**src/include/sac_pkg.sv**
```systemverilog
// shared constants, types and helpers of the averaging control block
// assumes one clock; command bytes arrive already deframed from a serial receiver
package sac_pkg;

  localparam int SAC_SAMPLE_W = 16;
  localparam int SAC_ACC_W    = 32;

  // frame prefixes and content bytes
  localparam logic [7:0] SAC_PFX_LONG     = 8'hAC;
  localparam logic [7:0] SAC_PFX_EXT      = 8'hAF;
  localparam logic [7:0] SAC_CMD_AVG_ON   = 8'hC5;
  localparam logic [7:0] SAC_CMD_AVG_OFF  = 8'hC4;
  localparam logic [7:0] SAC_CMD_CONT_ON  = 8'hC6;
  localparam logic [7:0] SAC_CMD_CONT_OFF = 8'hC7;
  localparam logic [7:0] SAC_CMD_SET_TC   = 8'hE4;
  localparam logic [7:0] SAC_CMD_TC_AVG   = 8'hE5;
  localparam logic [7:0] SAC_CMD_TC_CONT  = 8'hE6;

  // reset values
  localparam logic [7:0] SAC_TC_RESET     = 8'h10;
  localparam logic       SAC_AVG_RESET    = 1'b0;
  localparam logic       SAC_CONT_RESET   = 1'b0;

  typedef struct packed {
    logic       avg_en;
    logic       cont_en;
    logic [7:0] tc;
  } sac_cfg_t;

  typedef struct packed {
    logic [SAC_SAMPLE_W-1:0] value;
    logic [7:0]              count;
  } sac_report_t;

  typedef enum logic [2:0] {
    SAC_RX_IDLE = 3'b000,
    SAC_RX_ADDR = 3'b001,
    SAC_RX_C1   = 3'b011,
    SAC_RX_C2   = 3'b010,
    SAC_RX_CSUM = 3'b110
  } sac_rx_state_t;

  typedef enum logic [1:0] {
    SAC_AV_IDLE = 2'b00,
    SAC_AV_SAMP = 2'b01,
    SAC_AV_OUT  = 2'b11
  } sac_av_state_t;

  // end-around carry of the high byte, then one's complement
  function automatic logic [7:0] sac_csum(input logic [15:0] sum);
    logic [7:0] t;
    t = sum[7:0] + sum[15:8];
    return ~t;
  endfunction

endpackage
```
**src/design/sac_averaging_ctrl.sv**
```systemverilog
// command decoder and averaging datapath of the sensor averaging control
// assumes rx bytes, samples and output requests come from logic on clk
module sac_averaging_ctrl (
  input  wire logic                       clk,
  input  wire logic                       reset,
  input  wire logic                       rx_valid,
  input  wire logic [7:0]                 rx_byte,
  input  wire logic [7:0]                 unit_addr,
  input  wire logic                       sample_valid,
  input  wire logic [sac_pkg::SAC_SAMPLE_W-1:0] sample,
  input  wire logic                       output_req,
  output sac_pkg::sac_cfg_t               cfg,
  output sac_pkg::sac_report_t            report,
  output logic                            report_valid,
  output logic                            cmd_done,
  output logic                            cmd_reject
);
  import sac_pkg::*;

  // frame receiver
  sac_rx_state_t rx_state;
  logic [15:0]   sum;
  logic [7:0]    addr_b;
  logic [7:0]    c1;
  logic [7:0]    c2;
  logic          ext;

  wire logic [15:0] sum_plus  = sum + {8'h00, rx_byte};
  wire logic        frame_end = rx_valid && (rx_state == SAC_RX_CSUM);
  wire logic        csum_ok   = rx_byte == sac_csum(sum);
  wire logic        exec_ok   = frame_end && csum_ok && (addr_b == unit_addr);
  wire logic        csum_bad  = frame_end && !csum_ok;

  always_ff @(posedge clk) begin
    if (reset) begin
      rx_state <= SAC_RX_IDLE;
      sum      <= 16'h0000;
      addr_b   <= 8'h00;
      c1       <= 8'h00;
      c2       <= 8'h00;
      ext      <= 1'b0;
    end else if (rx_valid) begin
      sum <= sum_plus;
      unique case (rx_state)
        SAC_RX_IDLE: begin
          sum <= {8'h00, rx_byte};
          ext <= rx_byte == SAC_PFX_EXT;
          if (rx_byte == SAC_PFX_LONG || rx_byte == SAC_PFX_EXT) begin
            rx_state <= SAC_RX_ADDR;
          end
        end
        SAC_RX_ADDR: begin
          addr_b   <= rx_byte;
          rx_state <= SAC_RX_C1;
        end
        SAC_RX_C1: begin
          c1       <= rx_byte;
          rx_state <= ext ? SAC_RX_C2 : SAC_RX_CSUM;
        end
        SAC_RX_C2: begin
          c2       <= rx_byte;
          rx_state <= SAC_RX_CSUM;
        end
        SAC_RX_CSUM: rx_state <= SAC_RX_IDLE;
        default:     rx_state <= SAC_RX_IDLE;
      endcase
    end
  end

  // command decode
  wire logic do_avg_on   = exec_ok && !ext && c1 == SAC_CMD_AVG_ON;
  wire logic do_avg_off  = exec_ok && !ext && c1 == SAC_CMD_AVG_OFF;
  wire logic do_cont_on  = exec_ok && !ext && c1 == SAC_CMD_CONT_ON;
  wire logic do_cont_off = exec_ok && !ext && c1 == SAC_CMD_CONT_OFF;
  wire logic do_tc_avg   = exec_ok && ext && c1 == SAC_CMD_TC_AVG;
  wire logic do_tc_cont  = exec_ok && ext && c1 == SAC_CMD_TC_CONT;
  wire logic do_set_tc   = exec_ok && ext && (c1 == SAC_CMD_SET_TC || do_tc_avg || do_tc_cont);
  wire logic known_cmd   = do_avg_on || do_avg_off || do_cont_on || do_cont_off || do_set_tc;
  wire logic restart     = do_avg_on || do_avg_off || do_cont_on;

  sac_cfg_t next_cfg;
  always_comb begin
    next_cfg = cfg;
    if (do_avg_off) begin
      next_cfg.avg_en  = 1'b0;
      next_cfg.cont_en = 1'b0;
    end
    if (do_avg_on || do_tc_avg) begin
      next_cfg.avg_en = 1'b1;
    end
    if (do_cont_on || do_tc_cont) begin
      next_cfg.avg_en  = 1'b1;
      next_cfg.cont_en = 1'b1;
    end
    if (do_cont_off) begin
      next_cfg.cont_en = 1'b0;
    end
    if (do_set_tc) begin
      next_cfg.tc = c2;
    end
  end

  always_ff @(posedge clk) begin
    if (reset) begin
      cfg        <= '{avg_en: SAC_AVG_RESET, cont_en: SAC_CONT_RESET, tc: SAC_TC_RESET};
      cmd_done   <= 1'b0;
      cmd_reject <= 1'b0;
    end else begin
      cfg        <= next_cfg;
      cmd_done   <= known_cmd;
      cmd_reject <= csum_bad;
    end
  end

  // averaging datapath
  sac_av_state_t           av_state;
  logic signed [SAC_ACC_W-1:0]    acc;
  logic [7:0]              n;
  logic [SAC_SAMPLE_W-1:0] hold;
  logic [SAC_SAMPLE_W-1:0] xs;
  logic [SAC_SAMPLE_W-1:0] last;
  logic                    pend_s;
  logic                    pend_o;
  logic                    discard;
  logic                    div_start;
  logic [7:0]              div_divisor;
  logic                    div_done;
  logic signed [SAC_ACC_W-1:0]    div_q;

  wire logic [7:0]          lim      = (cfg.tc == 8'h00) ? 8'h01 : cfg.tc;
  wire logic                av_idle  = av_state == SAC_AV_IDLE;
  wire logic                serve_s  = av_idle && pend_s && !restart;
  wire logic                serve_o  = av_idle && pend_o && !pend_s && !restart;
  wire logic                samp_exp = cfg.avg_en && n >= lim;
  wire logic                out_div  = cfg.avg_en && n != 8'h00;
  wire logic signed [SAC_ACC_W-1:0] hold_x   = {{(SAC_ACC_W-SAC_SAMPLE_W){hold[SAC_SAMPLE_W-1]}}, hold};
  wire logic signed [SAC_ACC_W-1:0] xs_x     = {{(SAC_ACC_W-SAC_SAMPLE_W){xs[SAC_SAMPLE_W-1]}}, xs};
  wire logic                samp_fin = av_state == SAC_AV_SAMP && div_done && !discard && !restart;
  wire logic                out_fin  = av_state == SAC_AV_OUT && div_done && !discard && !restart;

  sac_divider u_div (
    .clk      (clk),
    .reset    (reset),
    .start    (div_start),
    .dividend (acc),
    .divisor  (div_divisor),
    .done     (div_done),
    .quotient (div_q)
  );

  always_ff @(posedge clk) begin
    if (reset) begin
      av_state    <= SAC_AV_IDLE;
      div_start   <= 1'b0;
      div_divisor <= 8'h01;
      discard     <= 1'b0;
      xs          <= '0;
    end else begin
      div_start <= 1'b0;
      unique case (av_state)
        SAC_AV_IDLE: begin
          if (serve_s && samp_exp) begin
            div_start   <= 1'b1;
            div_divisor <= lim;
            xs          <= hold;
            av_state    <= SAC_AV_SAMP;
          end else if (serve_o && out_div) begin
            div_start   <= 1'b1;
            div_divisor <= n;
            av_state    <= SAC_AV_OUT;
          end
        end
        SAC_AV_SAMP, SAC_AV_OUT: begin
          if (div_done) begin
            av_state <= SAC_AV_IDLE;
            discard  <= 1'b0;
          end
        end
        default: av_state <= SAC_AV_IDLE;
      endcase
      if (restart && !av_idle && !div_done) begin
        discard <= 1'b1;
      end
    end
  end

  // sum and count; restart overrides any update in the same cycle
  always_ff @(posedge clk) begin
    if (reset) begin
      acc <= '0;
      n   <= 8'h00;
    end else if (restart) begin
      acc <= '0;
      n   <= 8'h00;
    end else if (serve_s && cfg.avg_en && !samp_exp) begin
      acc <= acc + hold_x;
      n   <= n + 8'h01;
    end else if (samp_fin) begin
      acc <= acc - div_q + xs_x;
      n   <= lim;
    end else if (out_fin && !cfg.cont_en) begin
      acc <= '0;
      n   <= 8'h00;
    end
  end

  // pending flags: a new event wins over the clear in the same cycle
  always_ff @(posedge clk) begin
    if (reset) begin
      pend_s <= 1'b0;
      pend_o <= 1'b0;
      hold   <= '0;
      last   <= '0;
    end else begin
      if ((serve_s && !samp_exp) || samp_fin) begin
        pend_s <= 1'b0;
      end
      if ((serve_o && !out_div) || out_fin) begin
        pend_o <= 1'b0;
      end
      if (serve_s) begin
        last <= hold;
      end
      if (sample_valid) begin
        pend_s <= 1'b1;
        hold   <= sample;
      end
      if (output_req) begin
        pend_o <= 1'b1;
      end
    end
  end

  always_ff @(posedge clk) begin
    if (reset) begin
      report       <= '0;
      report_valid <= 1'b0;
    end else begin
      report_valid <= (serve_o && !out_div) || out_fin;
      if (serve_o && !out_div) begin
        report <= '{value: last, count: cfg.avg_en ? 8'h00 : 8'h01};
      end else if (out_fin) begin
        report <= '{value: div_q[SAC_SAMPLE_W-1:0], count: n};
      end
    end
  end
endmodule // sac_averaging_ctrl

```
**src/design/sac_divider.sv**
```systemverilog
// sequential signed-by-unsigned divider, one quotient bit per clock
// assumes divisor is nonzero and held stable while the division runs
module sac_divider (
  input  wire logic                           clk,
  input  wire logic                           reset,
  input  wire logic                           start,
  input  wire logic signed [sac_pkg::SAC_ACC_W-1:0] dividend,
  input  wire logic [7:0]                     divisor,
  output logic                                done,
  output logic signed [sac_pkg::SAC_ACC_W-1:0]      quotient
);
  import sac_pkg::*;

  logic                 active;
  logic [5:0]           cnt;
  logic [8:0]           rem;
  logic [SAC_ACC_W-1:0] quo;
  logic                 neg;

  wire logic [8:0]           trial    = {rem[7:0], quo[SAC_ACC_W-1]};
  wire logic                 fits     = trial >= {1'b0, divisor};
  wire logic [8:0]           next_rem = fits ? trial - {1'b0, divisor} : trial;
  wire logic [SAC_ACC_W-1:0] next_quo = {quo[SAC_ACC_W-2:0], fits};

  always_ff @(posedge clk) begin
    if (reset) begin
      active   <= 1'b0;
      cnt      <= 6'h00;
      rem      <= 9'h000;
      quo      <= '0;
      neg      <= 1'b0;
      done     <= 1'b0;
      quotient <= '0;
    end else begin
      done <= 1'b0;
      if (start && !active) begin
        active <= 1'b1;
        cnt    <= 6'(SAC_ACC_W - 1);
        rem    <= 9'h000;
        quo    <= dividend[SAC_ACC_W-1] ? -dividend : dividend;
        neg    <= dividend[SAC_ACC_W-1];
      end else if (active) begin
        rem <= next_rem;
        quo <= next_quo;
        cnt <= cnt - 6'h01;
        if (cnt == 6'h00) begin
          active   <= 1'b0;
          done     <= 1'b1;
          quotient <= neg ? -next_quo : next_quo;
        end
      end
    end
  end

endmodule // sac_divider

```
**config.mk**
```make
export PLATFORM = sky130hd
export DESIGN_NAME = sac_averaging_ctrl
export DESIGN_NICKNAME = d
export VERILOG_FILES = /design/src/include/sac_pkg.sv /design/src/design/sac_averaging_ctrl.sv /design/src/design/sac_divider.sv
export SDC_FILE = /design/constraint.sdc
export NUM_CORES = 1
export LEC_CHECK = 0
export BUFFER_PORTS_ARGS = -buffer_cell sky130_fd_sc_hd__buf_4
export CORE_MARGIN = 4
export CORE_UTILIZATION = 60
export DETAILED_ROUTE_END_ITERATION = 10
export PLACE_DENSITY = 0.79
export SYNTH_ARGS = -nofsm -noshare
export SYNTH_HDL_FRONTEND = slang
export SYNTH_SLANG_ARGS = --single-unit
export TNS_END_PERCENT = 100
```
**constraint.sdc**
```tcl
create_clock -name clk -period 4.9 [get_ports clk]
set_input_delay 0.735 -clock clk [delete_from_list [all_inputs] [get_ports clk]]
set_output_delay 0.735 -clock clk [all_outputs]
set_load 0.02 [all_outputs]
```
* Yosys cells after proc, flatten, opt, wreduce, memory -nomap -nowiden
Cells that the tools add are included.
Storage, ports and cells: word-level logic and storage cells 201, bits in registers 264
Operators by class: reductions and logical operators 89, multiplexer cells 43, add/sub/neg operators 10, bitwise gates (word level) 4, $lt $le $gt $ge 2, eq/ne operators 20
Operators by type and width (number):
- $mux 32 | 7
- $eq 8x8->1 const B | 9
- $add 32x16->32 | 2
- $neg 32->32 | 2
- $mux 8 | 7
- $mux 24 | 2
- $logic_and 1x1->1 | 36
- $sub 32x32->32 | 1
- $reduce_and 2->1 | 9
- $add 16x8->16 | 1
- $eq 8x8->1 | 2
- $mux 16 | 1
- $reduce_bool 2->1 | 8
- $mux 1 | 15
- $pmux 3 s4 | 1
- $logic_not 1->1 | 11
- $logic_or 1x1->1 | 11
- $mux 2 | 5
- $mux 5 | 2
- $reduce_or 2->1 | 5
- $ge 9x8->1 | 1
- $add 8x1->8 const B | 1
- $add 8x8->8 | 1
- $ge 8x8->1 | 1
- other kinds (22) | 27

* Longest topological paths before layout
word-level depth 15, depth in mapped cells 18, depth with buffers taken out 16

* By module
Synthesis repeated with hierarchy kept, for this count alone.
Unflattened totals: cells, all modules 2108, area, all modules 17415.5 um2
Modules (own cells, without submodules):
- sac_averaging_ctrl | area each 12411.9 um2, cells an instance 1492, instances 1
- sac_divider | area each 5003.5 um2, cells an instance 616, instances 1

* Worst setup path after synthesis
No wires, ideal clock.
path kind register to register, start reg div_divisor[1], end reg u_div.quotient[30] (netlist name), setup time 0.070 ns, arrival time 3.724 ns, cell stages (with the launch flop) 19, buffers on the path 2, slack 1.105 ns, path through dfxtp_1 -> inv_1 -> ha_1 -> nor2b_1 -> o21ai_0 -> a21boi_0 -> o21ai_0 -> a21boi_0 -> o41ai_1 -> clkbuf_1 -> buf_2 -> ha_1 -> nand2_1 -> o31ai_1 -> nand2_1 -> a21oi_1 -> xnor2_1 -> nand2_1 -> a21oi_1
On the way: longest elaborated chain between the ends 3
RTL lines:
- start, declared | line sac_averaging_ctrl.sv:126 | logic [7:0] div_divisor;
- start signal, assigned | line sac_averaging_ctrl.sv:164 | div_divisor <= lim;
- start signal, assigned | line sac_averaging_ctrl.sv:169 | div_divisor <= n;
- $ge 9x8->1 | line sac_divider.sv:21 | wire logic fits = trial >= {1'b0, divisor};
- $neg 32->32 | line sac_divider.sv:49 | quotient <= neg ? -next_quo : next_quo;
- $mux 32 | line sac_divider.sv:49
- end signal, assigned | line sac_divider.sv:49
- end, declared | line sac_divider.sv:10 | output logic signed [sac_pkg::SAC_ACC_W-1:0] quotient
Every way passes these cells. A chain may end at the register's enable or synchronous reset.

* Worst setup path after layout
start reg acc[1], end reg acc[30]
On the way: longest elaborated chain between the ends 4, elaborated cells on any way between the ends 5, classes of those cells add/sub: 3; mux: 2
RTL lines:
- start, declared | line sac_averaging_ctrl.sv:117 | logic signed [SAC_ACC_W-1:0] acc;
- start signal, assigned | line sac_averaging_ctrl.sv:196 | acc <= acc + hold_x;
- start signal, assigned | line sac_averaging_ctrl.sv:199 | acc <= acc - div_q + xs_x;
- $sub 32x32->32 | line sac_averaging_ctrl.sv:199
- $add 32x16->32 | line sac_averaging_ctrl.sv:199
- $mux 32 | line sac_averaging_ctrl.sv:198 | end else if (samp_fin) begin
- $mux 32 (*) | line sac_averaging_ctrl.sv:195 | end else if (serve_s && cfg.avg_en && !samp_exp) begin
Every way passes the cells marked *; elsewhere a longest branch is shown, timed or not.

==> results.md <==
- Setup crit start kind: register
- WL met2: 20430 um
- Yosys cell types: 81
- Max Cap Viol: 0
- Yosys reg bits: 264
- Seq/Total Area, Yosys: 31.05%
- Die X: 176.4 um
- PD cells: 254.0 mW/mm2
- Most frequent cells in the layout: 286 x nor2_1, 262 x dfxtp_1, 182 x a21oi_1
- Initial antenna violation count: 0
- Final Instance Area: 0.01874 mm2
- GRT overflow: 0
- Global Route Usage Sum: 28.31%
- Port bufs: 73
- Synth area leaders: dfxtp_1 31%, ha_1 7.3%, nor2_1 6.3%
- Post-synth EDFFs: 0
- Commonest non-fill, non-tap cell in the layout: nor2_1
- Final HPWL DP: 32610 um
- CP Class: register to register
- Clk buf depth: 3
- Worst Hold Depth: 3
- HP Start: output_req
- DRT Pass-1 Iters: 9
- Layout cell share with drive strength beyond 1: 7.484%
- Worst Path Arrival: 4.38 ns
- Cell Rows: 61
- Final net count: 2289
- Inserted Clock Buffers: 29
- Pleak: 0.007543 uW
- Hold buffer count at CTS: 0
- Unrepaired setup endpoints after global routing: no
- Ports: 74
- FMAX: 251.2 MHz
- Die Area: 0.03113 mm2
- Max-slew violations: 0
- Crit path from: acc[1]
- Total core area: 0.02786 mm2
- WHS Endpoint: pend_o
- Area leader, netlist: dfxtp_1
- Seq pwr share: 46.3%
- Count of antenna diodes in the layout: 0
- Vias per cell: 6.077
- Post-CTS setup buffer count: 0
- Final setup margin: 0.9194 ns
- Height of the die: 176.4 um
- Via count: 15.29k
- Largest net degree at the start of global routing: 103
- Routed wire per std cell: 17.98 um
- Largest stage delay on the critical path: 0.54 ns
- Max VDD drop: 0.0003443 V
- Yosys warnings: 0
- Clock tree sinks: 264
- Clock Latency Late Sink: 0.54 ns
- Crit-path cells: inv_1, fa_1, inv_1, fa_1, a211oi_1, o21bai_1, o2111ai_1, a21o_1, o211ai_1, a31oi_1, o21ai_0, xor2_1, a222oi_1, nor2_1
- Crit-path max FO: 6
- Post-cts resize count: 0
- CP max-delay cell: fa_1
- Net Sw Power: 1085 uW
- Pint: 3673 uW
- DR iter-0 viols: 1411
- Worst EP required: 5.30 ns
- Setup-failing EPs final: 0
- H-tree Lvls: 1
- Pwr Total: 4758 uW
- Final Hold Viols: 0
- Residual DRC: 0
- Setup TNS: 0 ns
- Post-route ant nets: 0
- Routed wire length: 45240 um
- Ys flop type: dfxtp_1
- Crit end category: register
- First-pass GRT wire length: 74110 um
- FF-to-FF path depth: 14
- Reg-to-reg endpoint: acc[30]
- Synth top area share: 31.05%
- Reg2reg setup slack: 0.92 ns
- Async SR Flop Fraction: 0%
- Vias in the first global route: 14.47k
- Switching part of the total: 22.81%
- HP Class: input port to register
- Mapped Area: 0.01702 mm2
- Highest routed layer: met4
- Met3 WL post-DR: 3473 um
- Clock group share of total power: 47.9%
- CTS tree: built
- Rel. slew slack: 30.25%
- Root Buffer Master: clkbuf_16
- Synth Area per Inst: 8.105 um2
- Crit share post-route: 81.24%
- Gate power share: 5.9%
- Cell Area, Placed: 0.01774 mm2
- CTS clk-pin slew, worst paths: 0.06 ns
- Outcome: finished, final reports clean
- P&R area growth vs syn: 10.08%
- Global placer's final weighted congestion: 0.9392
- R2r startpoint: acc[1]
- Mapped Cells: 2100
- Tmin final: 3.981 ns
- Worst slack, placed: 1.017 ns
- Met1 WL: 20350 um
- Starting density of the core: 61.10%
- Clock skew: 0.01582 ns
- Synthesized Nets: 2271
- Worst-Margin Slew: 1.043 ns
## synth_stat cells, drive strengths merged (9+ instances only)
cell,number
inv,174
a211oi,89
fa,35
xnor2,100
buf,24
mux2i,88
clkbuf,77
nand2,154
nor2,287
a22oi,20
or3,12
a21oi,182
and3,20
a222oi,19
o31ai,14
nand2b,25
nand4,15
nand3,32
a21o,34
a31oi,10
o211ai,11
dfxtp,264
nor2b,19
nor3,40
o21ai,92
ha,99
o21a,9
o41ai,12
xor2,46
## final cells by class
class / count / area [um2]
clock buffer: 40 / 837.1
sequential: 264 / 5288
fill: 2286 / 9123
tap: 378 / 473.0
inverter: 174 / 653.1
multi-input combinational: 1561 / 10660
timing repair buffer: 88 / 664.4
clock inverter: 11 / 162.7
## through the flow
stage          hold WS [ns]  util, %  instances
2_1_floorplan        0.4312        -       2100
3_3_place_gp         0.4408    63.66       2465
3_5_place_dp         0.4494    63.66       2465
4_1_cts              0.4069    67.25       2516
5_1_grt              0.4148    67.25       2516
6_report             0.4203    67.25       2516
## how the worst max path moves through the flow
stage	slack (ns)	to	cells past startpoint
2_1_floorplan	1.11	u_div.quotient[30]	18
3_3_place_gp	1.14	acc[30]	14
3_5_place_dp	1.02	acc[30]	14
4_1_cts	0.98	acc[30]	14
5_1_grt	0.58	u_div.quotient[30]	17
6_report	0.92	acc[30]	14
## registers in the layout (all words and copies together) (netlist names), 10 cells and up
name,count
xs,16
acc,32
sum,16
cfg,10
report,24
u_div.quotient,32
u_div.quo,32
last,16
hold,16
## critical path: cells and delay by family (launching register included)
family                     cells  cell delay [ns]
and+or+nand+nor                1             0.08
AOI/OAI and AO/OA              8             1.92
DFF                            1             0.43
adders and majority gates      2             1.02
xor gates and xnor gates       1             0.16
buffers and inverters          2             0.21
## power by group through the flow
stage	clock [uW]	sequential (uW)	combinational [uW]
global placement	0	2250	266
global route	2400	2200	306
CTS	2300	2200	276
detailed placement	0	2250	273
finish	2280	2200	279
floorplan	0	2240	182
## kinds of logic after synthesis
family	share of synthesized area [%]
AOI/OAI and AO/OA	21.24
xor gates and xnor gates	7.513
adders and majority gates	11.39
buffers and inverters	6.425
DFF	31.05
muxes	5.175
and+or+nand+nor	17.20
## metal layers
layer	vias to the layer above	track usage, %
li1	7406	-
met3	80	3.854
met2	537	45.28
met1	7267	40.75
met5	-	0
met4	0	6.995
Power figures use the tool's default switching activity.
